===== config.mk =====
export PLATFORM = sky130hd
export DESIGN_NAME = swk_stopwatch
export DESIGN_NICKNAME = d
export VERILOG_FILES = /design/src/rtl/swk_pkg.sv /design/src/rtl/swk_bcd_chain.sv /design/src/rtl/swk_key_filter.sv /design/src/rtl/swk_stopwatch.sv
export SDC_FILE = /design/constraint.sdc
export NUM_CORES = 1
export LEC_CHECK = 0
export ABC_CLOCK_PERIOD_IN_PS = 2900
export BUFFER_PORTS_ARGS = -buffer_cell sky130_fd_sc_hd__buf_2
export CAP_MARGIN = 20
export CORE_ASPECT_RATIO = 0.6
export CORE_UTILIZATION = 47
export DETAILED_ROUTE_END_ITERATION = 8
export MAX_ROUTING_LAYER = met4
export SLEW_MARGIN = 20
export SYNTH_ARGS = -nofsm -noshare
export SYNTH_HDL_FRONTEND = slang
export SYNTH_SLANG_ARGS = --single-unit

===== constraint.sdc =====
create_clock -name CLK -period 2.9 [get_ports CLK]
set_input_delay 0.29 -clock CLK [delete_from_list [all_inputs] [get_ports CLK]]
set_output_delay 0.29 -clock CLK [all_outputs]
set_load 0.01 [all_outputs]

===== src/rtl/swk_pkg.sv =====
/*
  Constants, register map and shared helpers for the stopwatch capture
  and direct key block.
  Assumes a 100 MHz system clock and a 4-bit register port.
*/
//
// Overview of operation
// - Millisecond read latches all digits, starts hold
// - Hold lasts until decisecond digit read
// - Unheld centi/deci read returns live count
// - Lap during hold overwrites; hold persists
// - Renewal flag set on decisecond read after overwrite
// - Run bit write acts on next tick
// - Stopped counter keeps value, resumes later
// - Run bit reads state; read-only when direct
// - Clear bit zeroes counter, capture untouched
// - Clear while running continues from zero
// - Direct enable hands run/lap to keys
// - Role swap bit exchanges run and lap pins
// - Accepted run key toggles run, raises event
// - Keys sampled per tick, release chatter filtered
// - Accepted lap key captures and holds, event
// - Decisecond overflow sets one-second flag
// - Entering hold copies one-second flag to carry
// - Three-bit code selects blocking mask keys
// - Presses during held mask key ignored
// - Alone, paired or with new mask accepted
// - Simultaneous means same sampling tick
//
package swk_pkg;

  // ---------------------------------------------------------------
  // Timing
  // ---------------------------------------------------------------
  localparam int CLK_HZ    = 100_000_000;
  localparam int TICK_HZ   = 1024;
  localparam int TICK_DIV  = CLK_HZ / TICK_HZ;
  localparam int DEB_US    = 46800;
  localparam int DEB_TICKS = (DEB_US * TICK_HZ + 999_999) / 1_000_000;

  // ---------------------------------------------------------------
  // Register map
  // ---------------------------------------------------------------
  localparam logic [15:0] ADDR_KEY_SWAP = 16'hFF06;
  localparam logic [15:0] ADDR_DIRECT   = 16'hFF78;
  localparam logic [15:0] ADDR_CTRL     = 16'hFF79;
  localparam logic [15:0] ADDR_MS       = 16'hFF7A;
  localparam logic [15:0] ADDR_CS       = 16'hFF7B;
  localparam logic [15:0] ADDR_DS       = 16'hFF7C;
  localparam logic [15:0] ADDR_EVENTS   = 16'hFF7D;

  // Field positions
  localparam int BIT_SWAP   = 2;
  localparam int BIT_DIRECT_KEY_ENABLE   = 3;
  localparam int BIT_CLR    = 0;
  localparam int BIT_RUN    = 1;
  localparam int BIT_RENEW  = 2;
  localparam int BIT_CARRY  = 3;
  localparam int BIT_ONESEC = 0;
  localparam int BIT_RUNEV  = 1;
  localparam int BIT_LAPEV  = 2;

  // Reset and digit values
  localparam logic [3:0] NIB_ZERO = 4'h0;
  localparam logic [3:0] BCD_MAX  = 4'h9;
  localparam logic [3:0] BCD_ONE  = 4'h1;

  // Mask keys selected by the key mask code, bit 0 = mask_key_a
  function automatic logic [5:0] mask_set(input logic [2:0] code);
    logic [5:0] m;
    m = 6'h00;
    unique case (code)
      3'h0: m = 6'h00;
      3'h1: m = 6'h01;
      3'h2: m = 6'h03;
      3'h3: m = 6'h07;
      3'h4: m = 6'h04;
      3'h5: m = 6'h0C;
      3'h6: m = 6'h1C;
      3'h7: m = 6'h3C;
    endcase
    return m;
  endfunction

endpackage


===== src/rtl/swk_bcd_chain.sv =====
/*
  Three-digit BCD counter with clear and decisecond overflow pulse.
  Assumes inc is a one-cycle pulse; clear wins over increment.
*/
`timescale 1ns/1ns
`default_nettype none
module swk_bcd_chain (
  // Clock and reset
  input  wire logic       clk,
  input  wire logic       srst,
  // Control
  input  wire logic       clr,
  input  wire logic       inc,
  // Digits
  output logic [3:0]      ms,
  output logic [3:0]      cs,
  output logic [3:0]      ds,
  output logic            carry
);
  import swk_pkg::*;

  logic ms_wrap;
  logic cs_wrap;
  logic ds_wrap;

  assign ms_wrap = (ms == BCD_MAX);
  assign cs_wrap = ms_wrap && (cs == BCD_MAX);
  assign ds_wrap = cs_wrap && (ds == BCD_MAX);

  // Digit ripple
  always_ff @(posedge clk) begin
    if (srst || clr) begin
      ms <= NIB_ZERO;
      cs <= NIB_ZERO;
      ds <= NIB_ZERO;
    end else if (inc) begin
      ms <= ms_wrap ? NIB_ZERO : ms + BCD_ONE;
      if (ms_wrap) cs <= cs_wrap ? NIB_ZERO : cs + BCD_ONE;
      if (cs_wrap) ds <= ds_wrap ? NIB_ZERO : ds + BCD_ONE;
    end
  end

  // Carry into seconds
  always_ff @(posedge clk) begin
    if (srst) begin
      carry <= 1'b0;
    end else begin
      carry <= inc && !clr && ds_wrap;
    end
  end

endmodule
`default_nettype wire


===== src/rtl/swk_key_filter.sv =====
/*
  One key input: two-stage synchroniser, sampling on the tick and
  release chatter filter.
  Assumes tick is a one-cycle pulse at 1,024 Hz; pressed is high.
*/
`timescale 1ns/1ns
`default_nettype none
module swk_key_filter #(
  parameter int DEB_TICKS = swk_pkg::DEB_TICKS
) (
  // Clock and reset
  input  wire logic clk,
  input  wire logic srst,
  // Sampling
  input  wire logic tick,
  input  wire logic raw,
  // Filtered key
  output logic      level,
  output logic      press
);
  import swk_pkg::*;

  localparam int CW = $clog2(DEB_TICKS + 1);
  localparam logic [CW-1:0] CNT_LAST = CW'(DEB_TICKS - 1);

  initial begin
    if (DEB_TICKS < 2) $error("swk_key_filter: DEB_TICKS too small");
  end

  logic          s1_reg;
  logic          s2_reg;
  logic [CW-1:0] rel_reg;

  // Pin synchroniser
  always_ff @(posedge clk) begin
    if (srst) begin
      s1_reg <= 1'b0;
      s2_reg <= 1'b0;
    end else begin
      s1_reg <= raw;
      s2_reg <= s1_reg;
    end
  end

  // Press on first high sample, release only after a quiet spell
  always_ff @(posedge clk) begin
    if (srst) begin
      level   <= 1'b0;
      press   <= 1'b0;
      rel_reg <= '0;
    end else begin
      press <= 1'b0;
      if (tick) begin
        if (s2_reg) begin
          rel_reg <= '0;
          level   <= 1'b1;
          press   <= ~level;
        end else if (level) begin
          rel_reg <= rel_reg + CW'(1);
          if (rel_reg == CNT_LAST) begin
            level   <= 1'b0;
            rel_reg <= '0;
          end
        end
      end
    end
  end

  a_press_pulse: assert property (@(posedge clk) disable iff (srst)
    press |-> level && !$past(level))
    else $error("press without rising level");

endmodule
`default_nettype wire


===== src/rtl/swk_stopwatch.sv =====
/*
  Stopwatch top: register port, run control, capture buffer with hold,
  and the direct run/lap key path with key mask.
  Assumes a single 100 MHz clock and asynchronous key pins.
*/
// Added by the designer: the plain strobed port.
`timescale 1ns/1ns
`default_nettype none
module swk_stopwatch #(
  parameter int TICK_DIV  = swk_pkg::TICK_DIV,
  parameter int DEB_TICKS = swk_pkg::DEB_TICKS
) (
  // Clock and reset
  input  wire logic        CLK,
  input  wire logic        SRST,
  // Register port
  input  wire logic [15:0] ADDR,
  input  wire logic [3:0]  WDATA,
  input  wire logic        WE,
  input  wire logic        RE,
  output logic      [3:0]  RDATA,
  // Key pins
  input  wire logic        KEY_PIN_A,
  input  wire logic        KEY_PIN_B,
  input  wire logic [5:0]  MASK_KEYS,
  // Status
  output logic             RUNNING,
  output logic             RUN_EVENT,
  output logic             LAP_EVENT
);
  import swk_pkg::*;

  localparam int TW = $clog2(TICK_DIV);
  localparam logic [TW-1:0] TICK_LAST = TW'(TICK_DIV - 1);

  initial begin
    if (TICK_DIV < 2) $error("swk_stopwatch: TICK_DIV too small");
  end

  // ---------------------------------------------------------------
  // Declarations
  // ---------------------------------------------------------------
  logic [TW-1:0] tdiv_reg;
  logic          tick_reg;
  logic          swap_reg;
  logic          direct_key_enable_req_reg;
  logic          direct_key_enable_reg;
  logic [2:0]    mask_sel_reg;
  logic          run_req_reg;
  logic          run_reg;
  logic          one_sec_reg;
  logic          run_ev_reg;
  logic          lap_ev_reg;
  logic          held_reg;
  logic          renewed_reg;
  logic          crnwf_reg;
  logic          lap_carry_request_flag_reg;
  logic [3:0]    cap_ms_reg;
  logic [3:0]    cap_cs_reg;
  logic [3:0]    cap_ds_reg;
  logic [5:0]    mask_prev_reg;
  logic [3:0]    rd_next;
  logic [3:0]    cnt_ms;
  logic [3:0]    cnt_cs;
  logic [3:0]    cnt_ds;
  logic          carry;
  logic [7:0]    key_raw;
  logic [7:0]    key_lvl;
  logic [7:0]    key_press;
  logic          run_press;
  logic          lap_press;
  logic          blocked;
  logic          run_accept;
  logic          lap_accept;
  logic          ms_rd;
  logic          cs_rd;
  logic          ds_rd;
  logic          clr_wr;
  logic          ctrl_wr;
  logic          ev_wr;
  logic          take_hold;

  // ---------------------------------------------------------------
  // Access decode
  // ---------------------------------------------------------------
  assign ms_rd   = RE && (ADDR == ADDR_MS);
  assign cs_rd   = RE && (ADDR == ADDR_CS);
  assign ds_rd   = RE && (ADDR == ADDR_DS);
  assign ctrl_wr = WE && (ADDR == ADDR_CTRL);
  assign clr_wr  = ctrl_wr && WDATA[BIT_CLR];
  assign ev_wr   = WE && (ADDR == ADDR_EVENTS);

  // ---------------------------------------------------------------
  // 1,024 Hz sampling tick
  // ---------------------------------------------------------------
  always_ff @(posedge CLK) begin
    if (SRST) begin
      tdiv_reg <= '0;
      tick_reg <= 1'b0;
    end else begin
      tick_reg <= (tdiv_reg == TICK_LAST);
      tdiv_reg <= (tdiv_reg == TICK_LAST) ? '0 : tdiv_reg + TW'(1);
    end
  end

  // ---------------------------------------------------------------
  // Software control registers
  // ---------------------------------------------------------------
  always_ff @(posedge CLK) begin
    if (SRST) begin
      swap_reg     <= 1'b0;
      direct_key_enable_req_reg <= 1'b0;
      mask_sel_reg <= 3'h0;
    end else begin
      if (WE && ADDR == ADDR_KEY_SWAP) swap_reg <= WDATA[BIT_SWAP];
      if (WE && ADDR == ADDR_DIRECT) begin
        direct_key_enable_req_reg <= WDATA[BIT_DIRECT_KEY_ENABLE];
        mask_sel_reg <= WDATA[2:0];
      end
    end
  end

  // Direct mode switches over on the tick
  always_ff @(posedge CLK) begin
    if (SRST) begin
      direct_key_enable_reg <= 1'b0;
    end else if (tick_reg) begin
      direct_key_enable_reg <= direct_key_enable_req_reg;
    end
  end

  // ---------------------------------------------------------------
  // Run and stop
  // ---------------------------------------------------------------
  // Requested state, written by software or followed by the key
  always_ff @(posedge CLK) begin
    if (SRST) begin
      run_req_reg <= 1'b0;
    end else if (run_accept) begin
      run_req_reg <= ~run_reg;
    end else if (ctrl_wr && !direct_key_enable_reg) begin
      run_req_reg <= WDATA[BIT_RUN];
    end
  end

  // Actual state
  always_ff @(posedge CLK) begin
    if (SRST) begin
      run_reg <= 1'b0;
    end else if (run_accept) begin
      run_reg <= ~run_reg;
    end else if (tick_reg && !direct_key_enable_reg) begin
      run_reg <= run_req_reg;
    end
  end

  assign RUNNING = run_reg;

  // ---------------------------------------------------------------
  // Counter
  // ---------------------------------------------------------------
  // Counts on ticks while running, holds while stopped
  swk_bcd_chain u_count (
    .clk   (CLK),
    .srst  (SRST),
    .clr   (clr_wr),
    .inc   (tick_reg && run_reg),
    .ms    (cnt_ms),
    .cs    (cnt_cs),
    .ds    (cnt_ds),
    .carry (carry)
  );

  // ---------------------------------------------------------------
  // Event flags, write 1 to clear, set wins
  // ---------------------------------------------------------------
  always_ff @(posedge CLK) begin
    if (SRST) begin
      one_sec_reg <= 1'b0;
      run_ev_reg  <= 1'b0;
      lap_ev_reg  <= 1'b0;
    end else begin
      one_sec_reg <= carry || (one_sec_reg && !(ev_wr && WDATA[BIT_ONESEC]));
      run_ev_reg  <= run_accept || (run_ev_reg && !(ev_wr && WDATA[BIT_RUNEV]));
      lap_ev_reg  <= lap_accept || (lap_ev_reg && !(ev_wr && WDATA[BIT_LAPEV]));
    end
  end

  // Event pulses
  always_ff @(posedge CLK) begin
    if (SRST) begin
      RUN_EVENT <= 1'b0;
      LAP_EVENT <= 1'b0;
    end else begin
      RUN_EVENT <= run_accept;
      LAP_EVENT <= lap_accept;
    end
  end

  // ---------------------------------------------------------------
  // Direct keys
  // ---------------------------------------------------------------
  assign key_raw = {MASK_KEYS, KEY_PIN_B, KEY_PIN_A};

  genvar gi;
  generate
    for (gi = 0; gi < 8; gi++) begin : g_key
      swk_key_filter #(
        .DEB_TICKS (DEB_TICKS)
      ) u_filt (
        .clk   (CLK),
        .srst  (SRST),
        .tick  (tick_reg),
        .raw   (key_raw[gi]),
        .level (key_lvl[gi]),
        .press (key_press[gi])
      );
    end
  endgenerate

  // Mask levels as they stood before the current sample
  always_ff @(posedge CLK) begin
    if (SRST) begin
      mask_prev_reg <= 6'h00;
    end else if (tick_reg) begin
      mask_prev_reg <= key_lvl[7:2];
    end
  end

  // Role selection and concurrence judgement
  assign run_press  = swap_reg ? key_press[1] : key_press[0];
  assign lap_press  = swap_reg ? key_press[0] : key_press[1];
  assign blocked    = |(mask_prev_reg & mask_set(mask_sel_reg));
  assign run_accept = direct_key_enable_reg && run_press && !blocked;
  assign lap_accept = direct_key_enable_reg && lap_press && !blocked;

  // ---------------------------------------------------------------
  // Capture buffer and hold
  // ---------------------------------------------------------------
  assign take_hold = lap_accept || (ms_rd && !held_reg);

  // Buffer contents, latched as one word
  always_ff @(posedge CLK) begin
    if (SRST) begin
      cap_ms_reg <= NIB_ZERO;
      cap_cs_reg <= NIB_ZERO;
      cap_ds_reg <= NIB_ZERO;
    end else if (take_hold) begin
      cap_ms_reg <= cnt_ms;
      cap_cs_reg <= cnt_cs;
      cap_ds_reg <= cnt_ds;
    end
  end

  // Hold state
  always_ff @(posedge CLK) begin
    if (SRST) begin
      held_reg <= 1'b0;
    end else if (take_hold) begin
      held_reg <= 1'b1;
    end else if (ds_rd && !renewed_reg) begin
      held_reg <= 1'b0;
    end
  end

  // Overwrite marker
  always_ff @(posedge CLK) begin
    if (SRST) begin
      renewed_reg <= 1'b0;
    end else if (lap_accept && held_reg) begin
      renewed_reg <= 1'b1;
    end else if (ds_rd) begin
      renewed_reg <= 1'b0;
    end
  end

  // Renewal flag, re-evaluated on each decisecond read without a lap capture in the same cycle
  always_ff @(posedge CLK) begin
    if (SRST) begin
      crnwf_reg <= 1'b0;
    end else if (ds_rd && !lap_accept) begin
      crnwf_reg <= held_reg && renewed_reg;
    end
  end

  // Carry request, copied when hold is entered
  always_ff @(posedge CLK) begin
    if (SRST) begin
      lap_carry_request_flag_reg <= 1'b0;
    end else if (take_hold) begin
      lap_carry_request_flag_reg <= one_sec_reg;
    end
  end

  // ---------------------------------------------------------------
  // Read data
  // ---------------------------------------------------------------
  always_comb begin
    rd_next = 4'h0;
    case (ADDR)
      ADDR_KEY_SWAP: rd_next[BIT_SWAP] = swap_reg;
      ADDR_DIRECT:   rd_next = {direct_key_enable_req_reg, mask_sel_reg};
      ADDR_CTRL:     rd_next = {lap_carry_request_flag_reg, crnwf_reg, run_reg, 1'b0};
      ADDR_MS:       rd_next = held_reg ? cap_ms_reg : cnt_ms;
      ADDR_CS:       rd_next = held_reg ? cap_cs_reg : cnt_cs;
      ADDR_DS:       rd_next = held_reg ? cap_ds_reg : cnt_ds;
      ADDR_EVENTS:   rd_next = {1'b0, lap_ev_reg, run_ev_reg, one_sec_reg};
      default:       rd_next = 4'h0;
    endcase
  end

  // Data stand only in the cycle after the read
  always_ff @(posedge CLK) begin
    if (SRST) begin
      RDATA <= 4'h0;
    end else begin
      RDATA <= RE ? rd_next : 4'h0;
    end
  end

  // ---------------------------------------------------------------
  // Checks
  // ---------------------------------------------------------------
  a_ms_read_hold: assert property (@(posedge CLK) disable iff (SRST)
    ms_rd && !held_reg |=> held_reg && cap_ms_reg == $past(cnt_ms)
      && cap_ds_reg == $past(cnt_ds))
    else $error("millisecond read did not latch and hold");

  a_ds_releases: assert property (@(posedge CLK) disable iff (SRST)
    ds_rd && held_reg && !renewed_reg && !lap_accept |=> !held_reg)
    else $error("decisecond read did not release hold");

  a_held_stable: assert property (@(posedge CLK) disable iff (SRST)
    held_reg && !take_hold |=> $stable(cap_cs_reg) && $stable(cap_ds_reg))
    else $error("held buffer changed");

  a_live_read: assert property (@(posedge CLK) disable iff (SRST)
    cs_rd && !held_reg |=> RDATA == $past(cnt_cs))
    else $error("unheld read not live");

  a_lap_keeps_hold: assert property (@(posedge CLK) disable iff (SRST)
    ds_rd && held_reg && renewed_reg && !lap_accept |=> held_reg && crnwf_reg)
    else $error("read after overwrite released hold");

  a_renew_clear: assert property (@(posedge CLK) disable iff (SRST)
    ds_rd && !held_reg && !lap_accept |=> !crnwf_reg)
    else $error("renewal flag not cleared");

  a_run_on_tick: assert property (@(posedge CLK) disable iff (SRST)
    !tick_reg && !run_accept |=> $stable(run_reg))
    else $error("run state changed off tick");

  a_stop_keeps: assert property (@(posedge CLK) disable iff (SRST)
    !run_reg && !clr_wr |=> $stable(cnt_ms) && $stable(cnt_ds))
    else $error("stopped counter moved");

  a_direct_ro: assert property (@(posedge CLK) disable iff (SRST)
    direct_key_enable_reg && ctrl_wr && !run_accept |=> $stable(run_req_reg))
    else $error("run bit written in direct mode");

  a_clear_zero: assert property (@(posedge CLK) disable iff (SRST)
    clr_wr |=> cnt_ms == NIB_ZERO && cnt_cs == NIB_ZERO && cnt_ds == NIB_ZERO
      && $stable(held_reg))
    else $error("clear failed or touched hold");

  a_no_keys_off: assert property (@(posedge CLK) disable iff (SRST)
    !direct_key_enable_reg |-> !run_accept && !lap_accept)
    else $error("key accepted with direct input off");

  a_run_toggle: assert property (@(posedge CLK) disable iff (SRST)
    run_accept |=> run_reg != $past(run_reg) && RUN_EVENT && run_ev_reg)
    else $error("run key did not toggle");

  a_lap_capture: assert property (@(posedge CLK) disable iff (SRST)
    lap_accept |=> held_reg && LAP_EVENT && cap_cs_reg == $past(cnt_cs))
    else $error("lap key did not capture");

  a_one_second: assert property (@(posedge CLK) disable iff (SRST)
    carry |=> one_sec_reg)
    else $error("overflow did not set one-second flag");

  a_carry_copy: assert property (@(posedge CLK) disable iff (SRST)
    take_hold |=> lap_carry_request_flag_reg == $past(one_sec_reg))
    else $error("carry request not copied");

  a_mask_blocks: assert property (@(posedge CLK) disable iff (SRST)
    blocked |-> !run_accept && !lap_accept)
    else $error("press accepted under mask");

endmodule
`default_nettype wire


==> flow_metrics.py, run 1 <==
metrics = {
    "outcome": {
        "status": "finished, final reports clean",
    },
    "yosys": {
        "synth_fa_ha_area_frac": 0.0228,
        "muxShareOfSynthArea": 0.0489,
        "synthTopCellsByArea": "dfxtp_1, a21oi_1, nor2_1",
        "synthDistinctLibCells": 64,
        "synth_edf_count": 0,
        "seq_area_frac_synth": 0.422,
        "ys_seq_elements": 150,
        "ys_async_sr_fraction": 0,
        "synthTopCellsByCount": "dfxtp_1, nor2_1, a21oi_1",
        "syn_inst": 830,
        "synthXorXnorAreaFrac": 0.0246,
        "synth_top_flop_cell": "dfxtp_1",
        "yosys.cell_count.top_type": "dfxtp_1",
        "synth_top_family_by_area": "simple AND/OR/NAND/NOR gates",
        "syn-num-nets": 875,
        "synth-simple-area-share": 0.257,
        "synth_top_area_cell": "dfxtp_1",
        "synth_area_per_cell_sq_um": 8.58,
        "netlist_area_sq_um": 7120,
        "yosysWarnings": 0,
        "synth_top_area_frac": 0.422,
        "synth-compound-area-share": 0.187,
    },
    "cts": {
        "h-tree-depth": 4,
        "cts_buffers": 17,
        "clockBufferDepth": 2,
        "insertion_delay_ns": 0.42,
        "holdBufCountCts": 0,
        "tritoncts": "done",
        "cts_root_buf": "clkbuf_16",
        "cts_resized": 0,
        "clock-sinks": 150,
        "post_cts_buffers": 0,
        "clk_pin_slew_ns": 0.07,
    },
    "floorplanning": {
        "die-area_sq_um": 15700,
        "dieWidth_um": 161,
        "die_h_um": 97.3,
        "io_pins": 39,
        "row_count": 34,
        "start_util": 0.486,
        "core_sq_um": 14600,
    },
    "critical_path": {
        "cp.required_ns": 3.24,
        "r2r_end": "cap_ds_reg[3]",
        "path_max_fanout": 14,
        "setup.worst_path.end_class": "flip-flop",
        "reg2reg_from": "swap_reg",
        "worst_setup_path_start_kind": "flip-flop",
        "crit_arrival_ns": 2.45,
        "rrSetupSlack_ns": 0.79,
        "r2r_cells": 4,
        "critical_path_class": "flip-flop to flip-flop",
    },
    "final_layout": {
        "nets": 892,
        "fillers": 1323,
        "num_antenna_cells": 0,
        "final_area_sq_um": 8060,
        "areaGrowthSynthToFinish_pct": 13.2,
        "largest_register_ffs": 48,
        "final_layout_size_suffix_gt1_frac": 0.113,
    },
    "min_path": {
        "hp-class": "input port to flip-flop",
        "min_to": "g_key[0].u_filt.s1_reg",
        "whs_path_depth": 2,
        "hold_start": "KEY_PIN_A",
    },
    "pwr": {
        "powerDensity_nw_per_um2": 562,
        "swShare": 0.219,
        "ir_worst_vdd_v": 0.000302,
        "clkPwrFrac": 0.509,
        "combPwrFrac": 0.029,
        "leakagePower_nw": 2.86,
        "power.switching_mw": 0.994,
        "seqPwrFrac": 0.462,
        "power_mw": 4.53,
        "p_int_mw": 3.53,
    },
    "global_route": {
        "antenna_found_initial": 0,
        "overflow": 0,
        "grt_pass1_vias": 5600,
        "grt_util_all_layers": 0.225,
        "grt_max_degree": 56,
        "grt_pass1_wl_um": 27900,
    },
    "place": {
        "port_buffers": 38,
        "hpwl_um": 11300,
        "placed_area_sq_um": 7430,
        "gp_congestion": 0.877,
    },
    "routing": {
        "wl_per_cell_um": 15.5,
        "drt_iter0_markers": 607,
        "ant_nets": 0,
        "vias": 6119,
        "wl_um": 16400,
        "drt-pass1-iter-count": 5,
        "drcViolationCount": 0,
        "vias_per_cell": 5.78,
    },
    "sta": {
        "fmax_ghz": 0.475,
        "rsz0062_at_grt": "false",
        "period_minus_slack_ns": 2.11,
        "relSlewSlack": 0.343,
        "finalCritPeriodShare": 0.726,
        "worst_pin_slew_ns": 0.986,
        "hold_violations": 0,
        "slew_viol_final": 0,
        "setup_violations": 0,
        "setup_tns_ns": 0,
        "clock_skew_ns": 0.0123,
    },
    "run": {
        "maxCapViolCount": 0,
    },
}
[metrics by stage]
step	setup slack, ns	instances	utilization	hold WS, ns
4_1_cts	0.781	1058	0.551	0.0727
5_1_grt	0.685	1058	0.551	0.0766
3_5_place_dp	0.749	1026	0.508	0.422
2_1_floorplan	1.15	830	-	0.399
3_3_place_gp	0.846	1026	0.508	0.419
6_report	0.794	1058	0.551	0.0848
[worst max-delay path by stage]
| stage | from | endpoint | slack [ns] | cells after the start |
|---|---|---|---|---|
| after global placement | ADDR[2] | cap_ds_reg[0] | 0.85 | 5 |
| after detailed placement | ADDR[2] | cap_ds_reg[3] | 0.75 | 5 |
| after floorplan | swap_reg | cap_cs_reg[0] | 1.15 | 6 |
| after CTS | swap_reg | cap_ds_reg[3] | 0.78 | 4 |
| after global routing | swap_reg | lap_carry_request_flag_reg | 0.68 | 4 |
| final | swap_reg | cap_ds_reg[3] | 0.79 | 4 |
[kinds of logic after synthesis]
family / after synthesis
flip-flops: 150
AND/OR/NAND/NOR: 345
multiplexers: 28
adder cells (fa/ha/maj): 13
buffers and inverters: 70
AO/OA/AOI/OAI: 204
XOR/XNOR: 20
[power by group through the flow]
stage,Combinational [mW],Sequential (mW),Clock (mW)
2_1_floorplan,0.0902,2.13,0
4_1_cts,0.130,2.09,2.36
3_5_place_dp,0.129,2.14,0
6_report,0.129,2.09,2.31
3_3_place_gp,0.126,2.14,0
5_1_grt,0.143,2.09,2.45
[layout make-up]
type / instances / area (sq um) / share of cell area
flip-flops and latches: 150 / 3000 / 0.373
clock buffers: 19 / 453 / 0.0562
repair buffers: 46 / 253 / 0.0314
well taps: 198 / 248 / 0.0308
clock inverters: 13 / 170 / 0.0211
inverters: 22 / 82.6 / 0.0103
multi-input cells: 610 / 3850 / 0.478
[worst max-delay path, stage by stage (launching register included)]
cell and delay (ns):
dfxtp_1 0.38, mux2_2 0.34, and4_1 0.28, a21oi_2 0.74, mux2i_1 0.28
[per-layer routing]
metal | global-route usage | vias up | wire length [um]
met5 | - | - | 0
met2 | 0.310 | 201 | 6860
met1 | 0.333 | 2833 | 8370
met4 | 0.0668 | 0 | 144
li1 | - | 3068 | -
met3 | 0.0363 | 17 | 997
[cell usage in the layout (no fill, tap or decap), drive strengths merged, types with 5 or more instances in the layout]
master  instances
or4            15
a21o            8
nand2          59
clkbuf         19
dfxtp         150
nor3           19
a311oi         15
xor2            6
ha             13
and3           13
nor4            7
o31ai           5
and2            7
nand4          10
and4            7
nand3          38
mux2i          19
or3             7
a31oi           7
a211oi          5
buf            46
nor2b          23
a21oi          67
nor2           82
nand2b         27
a22oi          12
clkinv          5
nand3b         12
o21ai          40
inv            24
mux4            5
xnor2          14
Note: power is estimated with default switching activity, not from simulation.
==> run 2, diff against run 1 <==
--- a/config.mk
+++ b/config.mk
@@ -5,7 +5,7 @@
 export SDC_FILE = /design/constraint.sdc
 export NUM_CORES = 1
 export LEC_CHECK = 0
-export ABC_CLOCK_PERIOD_IN_PS = 2900
+export ABC_CLOCK_PERIOD_IN_PS = 2150
 export BUFFER_PORTS_ARGS = -buffer_cell sky130_fd_sc_hd__buf_2
 export CAP_MARGIN = 20
 export CORE_ASPECT_RATIO = 0.6
==> constraint.sdc (replaced) <==
create_clock -name CLK -period 2.15 [get_ports CLK]
set_input_delay 0.215 -clock CLK [delete_from_list [all_inputs] [get_ports CLK]]
set_output_delay 0.215 -clock CLK [all_outputs]
set_load 0.01 [all_outputs]
==> run 2 against run 1 <==
Non-clock buffer count is 13 higher. Wire length is 2.6% higher. Sequential cell count stayed put. Global-route usage is 0.27 points higher. Critical path depth stayed put. Setup slack worse by 0.68 ns. Worst hold slack worse by 0.075 ns. Critical path type unchanged. Largest cell class unchanged.
==> flow_metrics.py, run 2 (synthesis results as in run 1) <==
metrics = {
    "sta": {
        "fmax_ghz": 0.492,
        "finalCritPeriodShare": 0.945,
        "slew_viol_final": 0,
        "clock_skew_ns": 0.0141,
        "hold-worst-slack_ns": 0.0101,
        "worst_pin_slew_ns": 1.07,
        "rsz0062_at_grt": "false",
        "period_minus_slack_ns": 2.03,
        "fin_ws_ns": 0.117,
        "relSlewSlack": 0.290,
        "setup_tns_ns": 0,
        "setup_violations": 0,
        "hold_violations": 0,
    },
    "critical_path": {
        "r2r_cells": 4,
        "critical_path_class": "flip-flop to flip-flop",
        "crit_buf_inv": 0,
        "cpMaxStageDelayCell": "a21oi_2",
        "cp.required_ns": 2.49,
        "critPathTopFamily": "compound AO/OA/AOI/OAI gates",
        "worst_setup_path_start_kind": "flip-flop",
        "path_max_fanout": 14,
        "setup.worst_path.end_class": "flip-flop",
        "max_stage_delay_ns": 0.77,
        "crit_arrival_ns": 2.38,
        "rrSetupSlack_ns": 0.12,
        "reg2reg_from": "swap_reg",
        "r2r_end": "cap_cs_reg[1]",
        "critical_path.cell_chain": "mux2_2 -> and4_1 -> a21oi_2 -> mux2i_1",
    },
    "pwr": {
        "swShare": 0.203,
        "power.switching_mw": 1.26,
        "seqPwrFrac": 0.454,
        "ir_worst_vdd_v": 0.000419,
        "power_mw": 6.21,
        "p_int_mw": 4.95,
        "leakagePower_nw": 2.94,
        "powerDensity_nw_per_um2": 759,
        "combPwrFrac": 0.030,
        "clkPwrFrac": 0.516,
    },
    "place": {
        "dp_cells": 1039,
        "gp_congestion": 0.878,
        "hpwl_um": 11700,
        "place_ws_ns": 0.136,
        "placed_area_sq_um": 7560,
        "port_buffers": 38,
    },
    "final_layout": {
        "nets": 905,
        "multi_input_area_sq_um": 3850,
        "largest_register_ffs": 48,
        "final_layout_size_suffix_gt1_frac": 0.121,
        "areaGrowthSynthToFinish_pct": 14.9,
        "final_area_sq_um": 8180,
        "num_antenna_cells": 0,
        "final_cells": 1069,
        "final_common_cell": "dfxtp_1",
        "seq_area_sq_um": 3000,
        "fillers": 1348,
        "postLayoutCoreUtil": 0.559,
        "final_cell_mix": "dfxtp_1, nor2_1, a21oi_1",
    },
    "floorplanning": {
        "start_util": 0.486,
        "dieWidth_um": 161,
        "io_pins": 39,
        "die_h_um": 97.3,
        "core_sq_um": 14600,
        "die-area_sq_um": 15700,
        "row_count": 34,
    },
    "outcome": {
        "status": "finished, final reports clean",
    },
    "routing": {
        "wl_per_cell_um": 15.7,
        "ant_nets": 0,
        "wl_um": 16800,
        "top_layer": "met4",
        "vias": 6266,
        "drcViolationCount": 0,
        "drt_iter0_markers": 559,
        "wl_met2_um": 7190,
        "vias_per_cell": 5.86,
        "wl_met1_um": 8750,
        "wl_met3_um": 705,
        "drt-pass1-iter-count": 5,
    },
    "global_route": {
        "grt_pass1_vias": 5628,
        "grt_pass1_wl_um": 28000,
        "grt_max_degree": 93,
        "overflow": 0,
        "antenna_found_initial": 0,
        "grt_util_all_layers": 0.227,
    },
    "cts": {
        "post_cts_buffers": 0,
        "tritoncts": "done",
        "insertion_delay_ns": 0.42,
        "clock-sinks": 150,
        "cts_resized": 0,
        "clockBufferDepth": 2,
        "h-tree-depth": 4,
        "cts_buffers": 17,
        "cts_root_buf": "clkbuf_16",
        "clk_pin_slew_ns": 0.06,
        "holdBufCountCts": 0,
    },
    "min_path": {
        "min_to": "g_key[6].u_filt.s1_reg",
        "hold_start": "MASK_KEYS[4]",
        "hp-class": "input port to flip-flop",
        "whs_path_depth": 2,
    },
    "run": {
        "maxCapViolCount": 0,
    },
}
run 2: cell count changes in the layout (fill, tap and decap cells not counted), sizes merged:
| cell | change |
|---|---|
| inv | -2 |
| clkinvlp | -2 |
| clkinv | -2 |
| buf | +13 |
| clkbuf | +2 |
| bufinv | +2 |
run 2: worst max-delay path by stage:
stage               slack (ns)             to  cells past startpoint  startpoint
floorplan                 0.40  cap_cs_reg[0]                      6    swap_reg
global placement          0.23  cap_ds_reg[2]                      5    ADDR[14]
detailed placement        0.14  cap_ds_reg[1]                      4    swap_reg
CTS                       0.11  cap_ds_reg[1]                      4    swap_reg
global route              0.02  cap_cs_reg[0]                      4    swap_reg
finish                    0.12  cap_cs_reg[1]                      4    swap_reg
run 2: area by class of cell:
cell class / instances / area share
sequential: 150 / 0.367
multi-input combinational: 610 / 0.470
clock inverter: 9 / 0.0216
inverter: 22 / 0.0101
clock buffer: 21 / 0.0550
tap: 198 / 0.0303
timing repair buffer: 59 / 0.0459
run 2: power by group through the flow:
stage                     combinational [mW]  sequential [mW]  clock, mW
final                                  0.185             2.82       3.20
after global routing                   0.202             2.82       3.40
after CTS                              0.184             2.82       3.26
after detailed placement               0.183             2.88          0
after global placement                 0.178             2.88          0
after floorplan                        0.122             2.87          0
run 2: worst register-to-register path, stage by stage (launching register included):
cell     delay [ns]
dfxtp_1        0.34
mux2_2         0.34
and4_1         0.23
a21oi_2        0.77
mux2i_1        0.29
run 2: layer usage:
metal  GRT usage  vias up
met5           -        -
met4      0.0704        0
met3      0.0380       15
met2       0.315      177
met1       0.334     2978
li1            -     3096
==> run 3, diff against run 2 <==
--- a/config.mk
+++ b/config.mk
@@ -11,7 +11,7 @@
 export CORE_ASPECT_RATIO = 0.6
 export CORE_UTILIZATION = 47
 export DETAILED_ROUTE_END_ITERATION = 8
-export MAX_ROUTING_LAYER = met4
+export REMOVE_ABC_BUFFERS = 1
 export SLEW_MARGIN = 20
 export SYNTH_ARGS = -nofsm -noshare
 export SYNTH_HDL_FRONTEND = slang
==> run 3 against run 2 <==
Register-to-register slack improved by 0.18 ns. Critical path depth is 1 higher. Worst hold slack improved by 0.0021 ns. Fmax increased by 9.9%. Clock skew grew 0.00061 ns. Combinational power hardly changed. Sequential share of layout area is 0.25 points higher. Largest power group unchanged.
==> flow_metrics.py, run 3 (synthesis results as in run 1) <==
metrics = {
    "cts": {
        "clockBufferDepth": 2,
        "tritoncts": "done",
        "cts_root_buf": "clkbuf_16",
        "insertion_delay_ns": 0.42,
        "cts_buffers": 17,
        "post_cts_buffers": 0,
        "clk_pin_slew_ns": 0.06,
        "h-tree-depth": 4,
        "clock-sinks": 150,
    },
    "floorplanning": {
        "row_count": 34,
        "dieWidth_um": 161,
        "die_h_um": 97.3,
        "start_util": 0.486,
        "die-area_sq_um": 15700,
        "io_pins": 39,
        "core_sq_um": 14600,
    },
    "final_layout": {
        "num_antenna_cells": 0,
        "final_cell_mix": "dfxtp_1, nor2_1, a21oi_1",
        "areaGrowthSynthToFinish_pct": 14.2,
        "nets": 904,
        "largest_register_ffs": 48,
        "fillers": 1348,
        "final_layout_size_suffix_gt1_frac": 0.123,
        "final_common_cell": "dfxtp_1",
    },
    "critical_path": {
        "setup.worst_path.end_class": "flip-flop",
        "cp.required_ns": 2.50,
        "critical_path_class": "flip-flop to flip-flop",
        "critical_path.cell_chain": "buf_12 -> and3_1 -> nand3_1 -> or4_1 -> a21oi_1",
        "path_max_fanout": 53,
        "crit_arrival_ns": 2.19,
        "max_stage_delay_ns": 0.46,
        "worst_setup_path_start_kind": "flip-flop",
        "cpMaxStageDelayCell": "or4_1",
    },
    "routing": {
        "drcViolationCount": 0,
        "vias": 6252,
        "ant_nets": 0,
        "drt_iter0_markers": 520,
        "wl_per_cell_um": 15.4,
        "vias_per_cell": 5.84,
        "drt-pass1-iter-count": 5,
        "wl_um": 16500,
    },
    "sta": {
        "setup_violations": 0,
        "rsz0062_at_grt": "false",
        "clock_skew_ns": 0.0147,
        "finalCritPeriodShare": 0.860,
        "fmax_ghz": 0.541,
        "hold_violations": 0,
        "relSlewSlack": 0.648,
        "hold-worst-slack_ns": 0.0122,
        "period_minus_slack_ns": 1.85,
        "worst_pin_slew_ns": 0.529,
        "slew_viol_final": 0,
    },
    "pwr": {
        "power_mw": 5.88,
        "powerDensity_nw_per_um2": 724,
        "ir_worst_vdd_v": 0.000505,
        "leakagePower_nw": 2.89,
    },
    "global_route": {
        "grt_max_degree": 60,
        "met2_usage": 0.308,
        "met1_usage": 0.331,
        "antenna_found_initial": 0,
        "grt_util_all_layers": 0.218,
        "use_met3": 0.0435,
        "grt_pass1_wl_um": 27700,
        "overflow": 0,
        "grt_pass1_vias": 5599,
        "grt-busiest-layer": "met1",
    },
    "min_path": {
        "hp-class": "input port to flip-flop",
    },
    "place": {
        "port_buffers": 38,
        "hpwl_um": 11500,
        "gp_congestion": 0.839,
    },
    "outcome": {
        "status": "finished, final reports clean",
    },
    "run": {
        "maxCapViolCount": 0,
    },
}
-- run 3: cell types whose count changed in the layout (fill, tap and decap cells not counted) --
cell           delta
clkbuf_8          +1
inv_6             +4
dlygate4sd3_1     +2
bufinv_16         -4
buf_4             -3
clkbuf_1          -3
clkinvlp_4        +4
-- run 3: final timing paths --
path                            cells past startpoint              startpoint                     end  slack, ns
worst min register to register                      1  g_key[6].u_filt.s1_reg  g_key[6].u_filt.s2_reg       0.44
worst max-delay path                                5                tick_reg           u_count.ds[2]       0.30
worst min-delay path                                2            MASK_KEYS[0]  g_key[2].u_filt.s1_reg       0.01
worst max register to register                      5                tick_reg           u_count.ds[2]       0.30
-- run 3: per-layer routing --
metal | wire length (um) | vias to the layer above
li1 | - | 3101
met1 | 8700 | 2976
met2 | 6870 | 165
met3 | 840 | 10
met4 | 91 | 0
met5 | 0 | -
-- run 3: repair_timing --
item	in CTS	in global routing
hold buffers	2	0
hold endpoints to repair	2	0
gates resized for setup	0	0
-- run 3: area by class of cell --
cell class	count	area [sq um]	share of cell area
Timing Repair Buffer	58	373	0.0459
Inverter	22	82.6	0.0102
Multi-Input combinational cell	610	3850	0.473
Clock buffer	19	453	0.0557
Sequential cell	150	3000	0.369
Clock inverter	13	121	0.0149
Tap cell	198	248	0.0305
-- run 3: critical path: cells and delay by family (launching register included) --
kind / cells / cell delay, ns
compound gates: 1 / 0.15
buf+inv: 1 / 0.25
flops: 1 / 0.35
simple gates: 3 / 1.01
-- run 3: report_power, final --
part / internal, mW / switching, mW
registers: 2.80 / 0.0221
logic: 0.0760 / 0.110
clock network: 1.67 / 1.21
-- run 3: through the flow --
step                cells  setup WS [ns]  utilization  TNS [ns]  instance area, sq um
floorplan             782         -0.340            -     -3.06                  6930
global placement     1036          0.302        0.515         0                  7530
detailed placement   1036          0.300        0.515         0                  7530
CTS                  1070          0.313        0.555         0                  8130
global route         1070          0.180        0.555         0                  8130
finish               1070          0.301        0.555         0                  8130
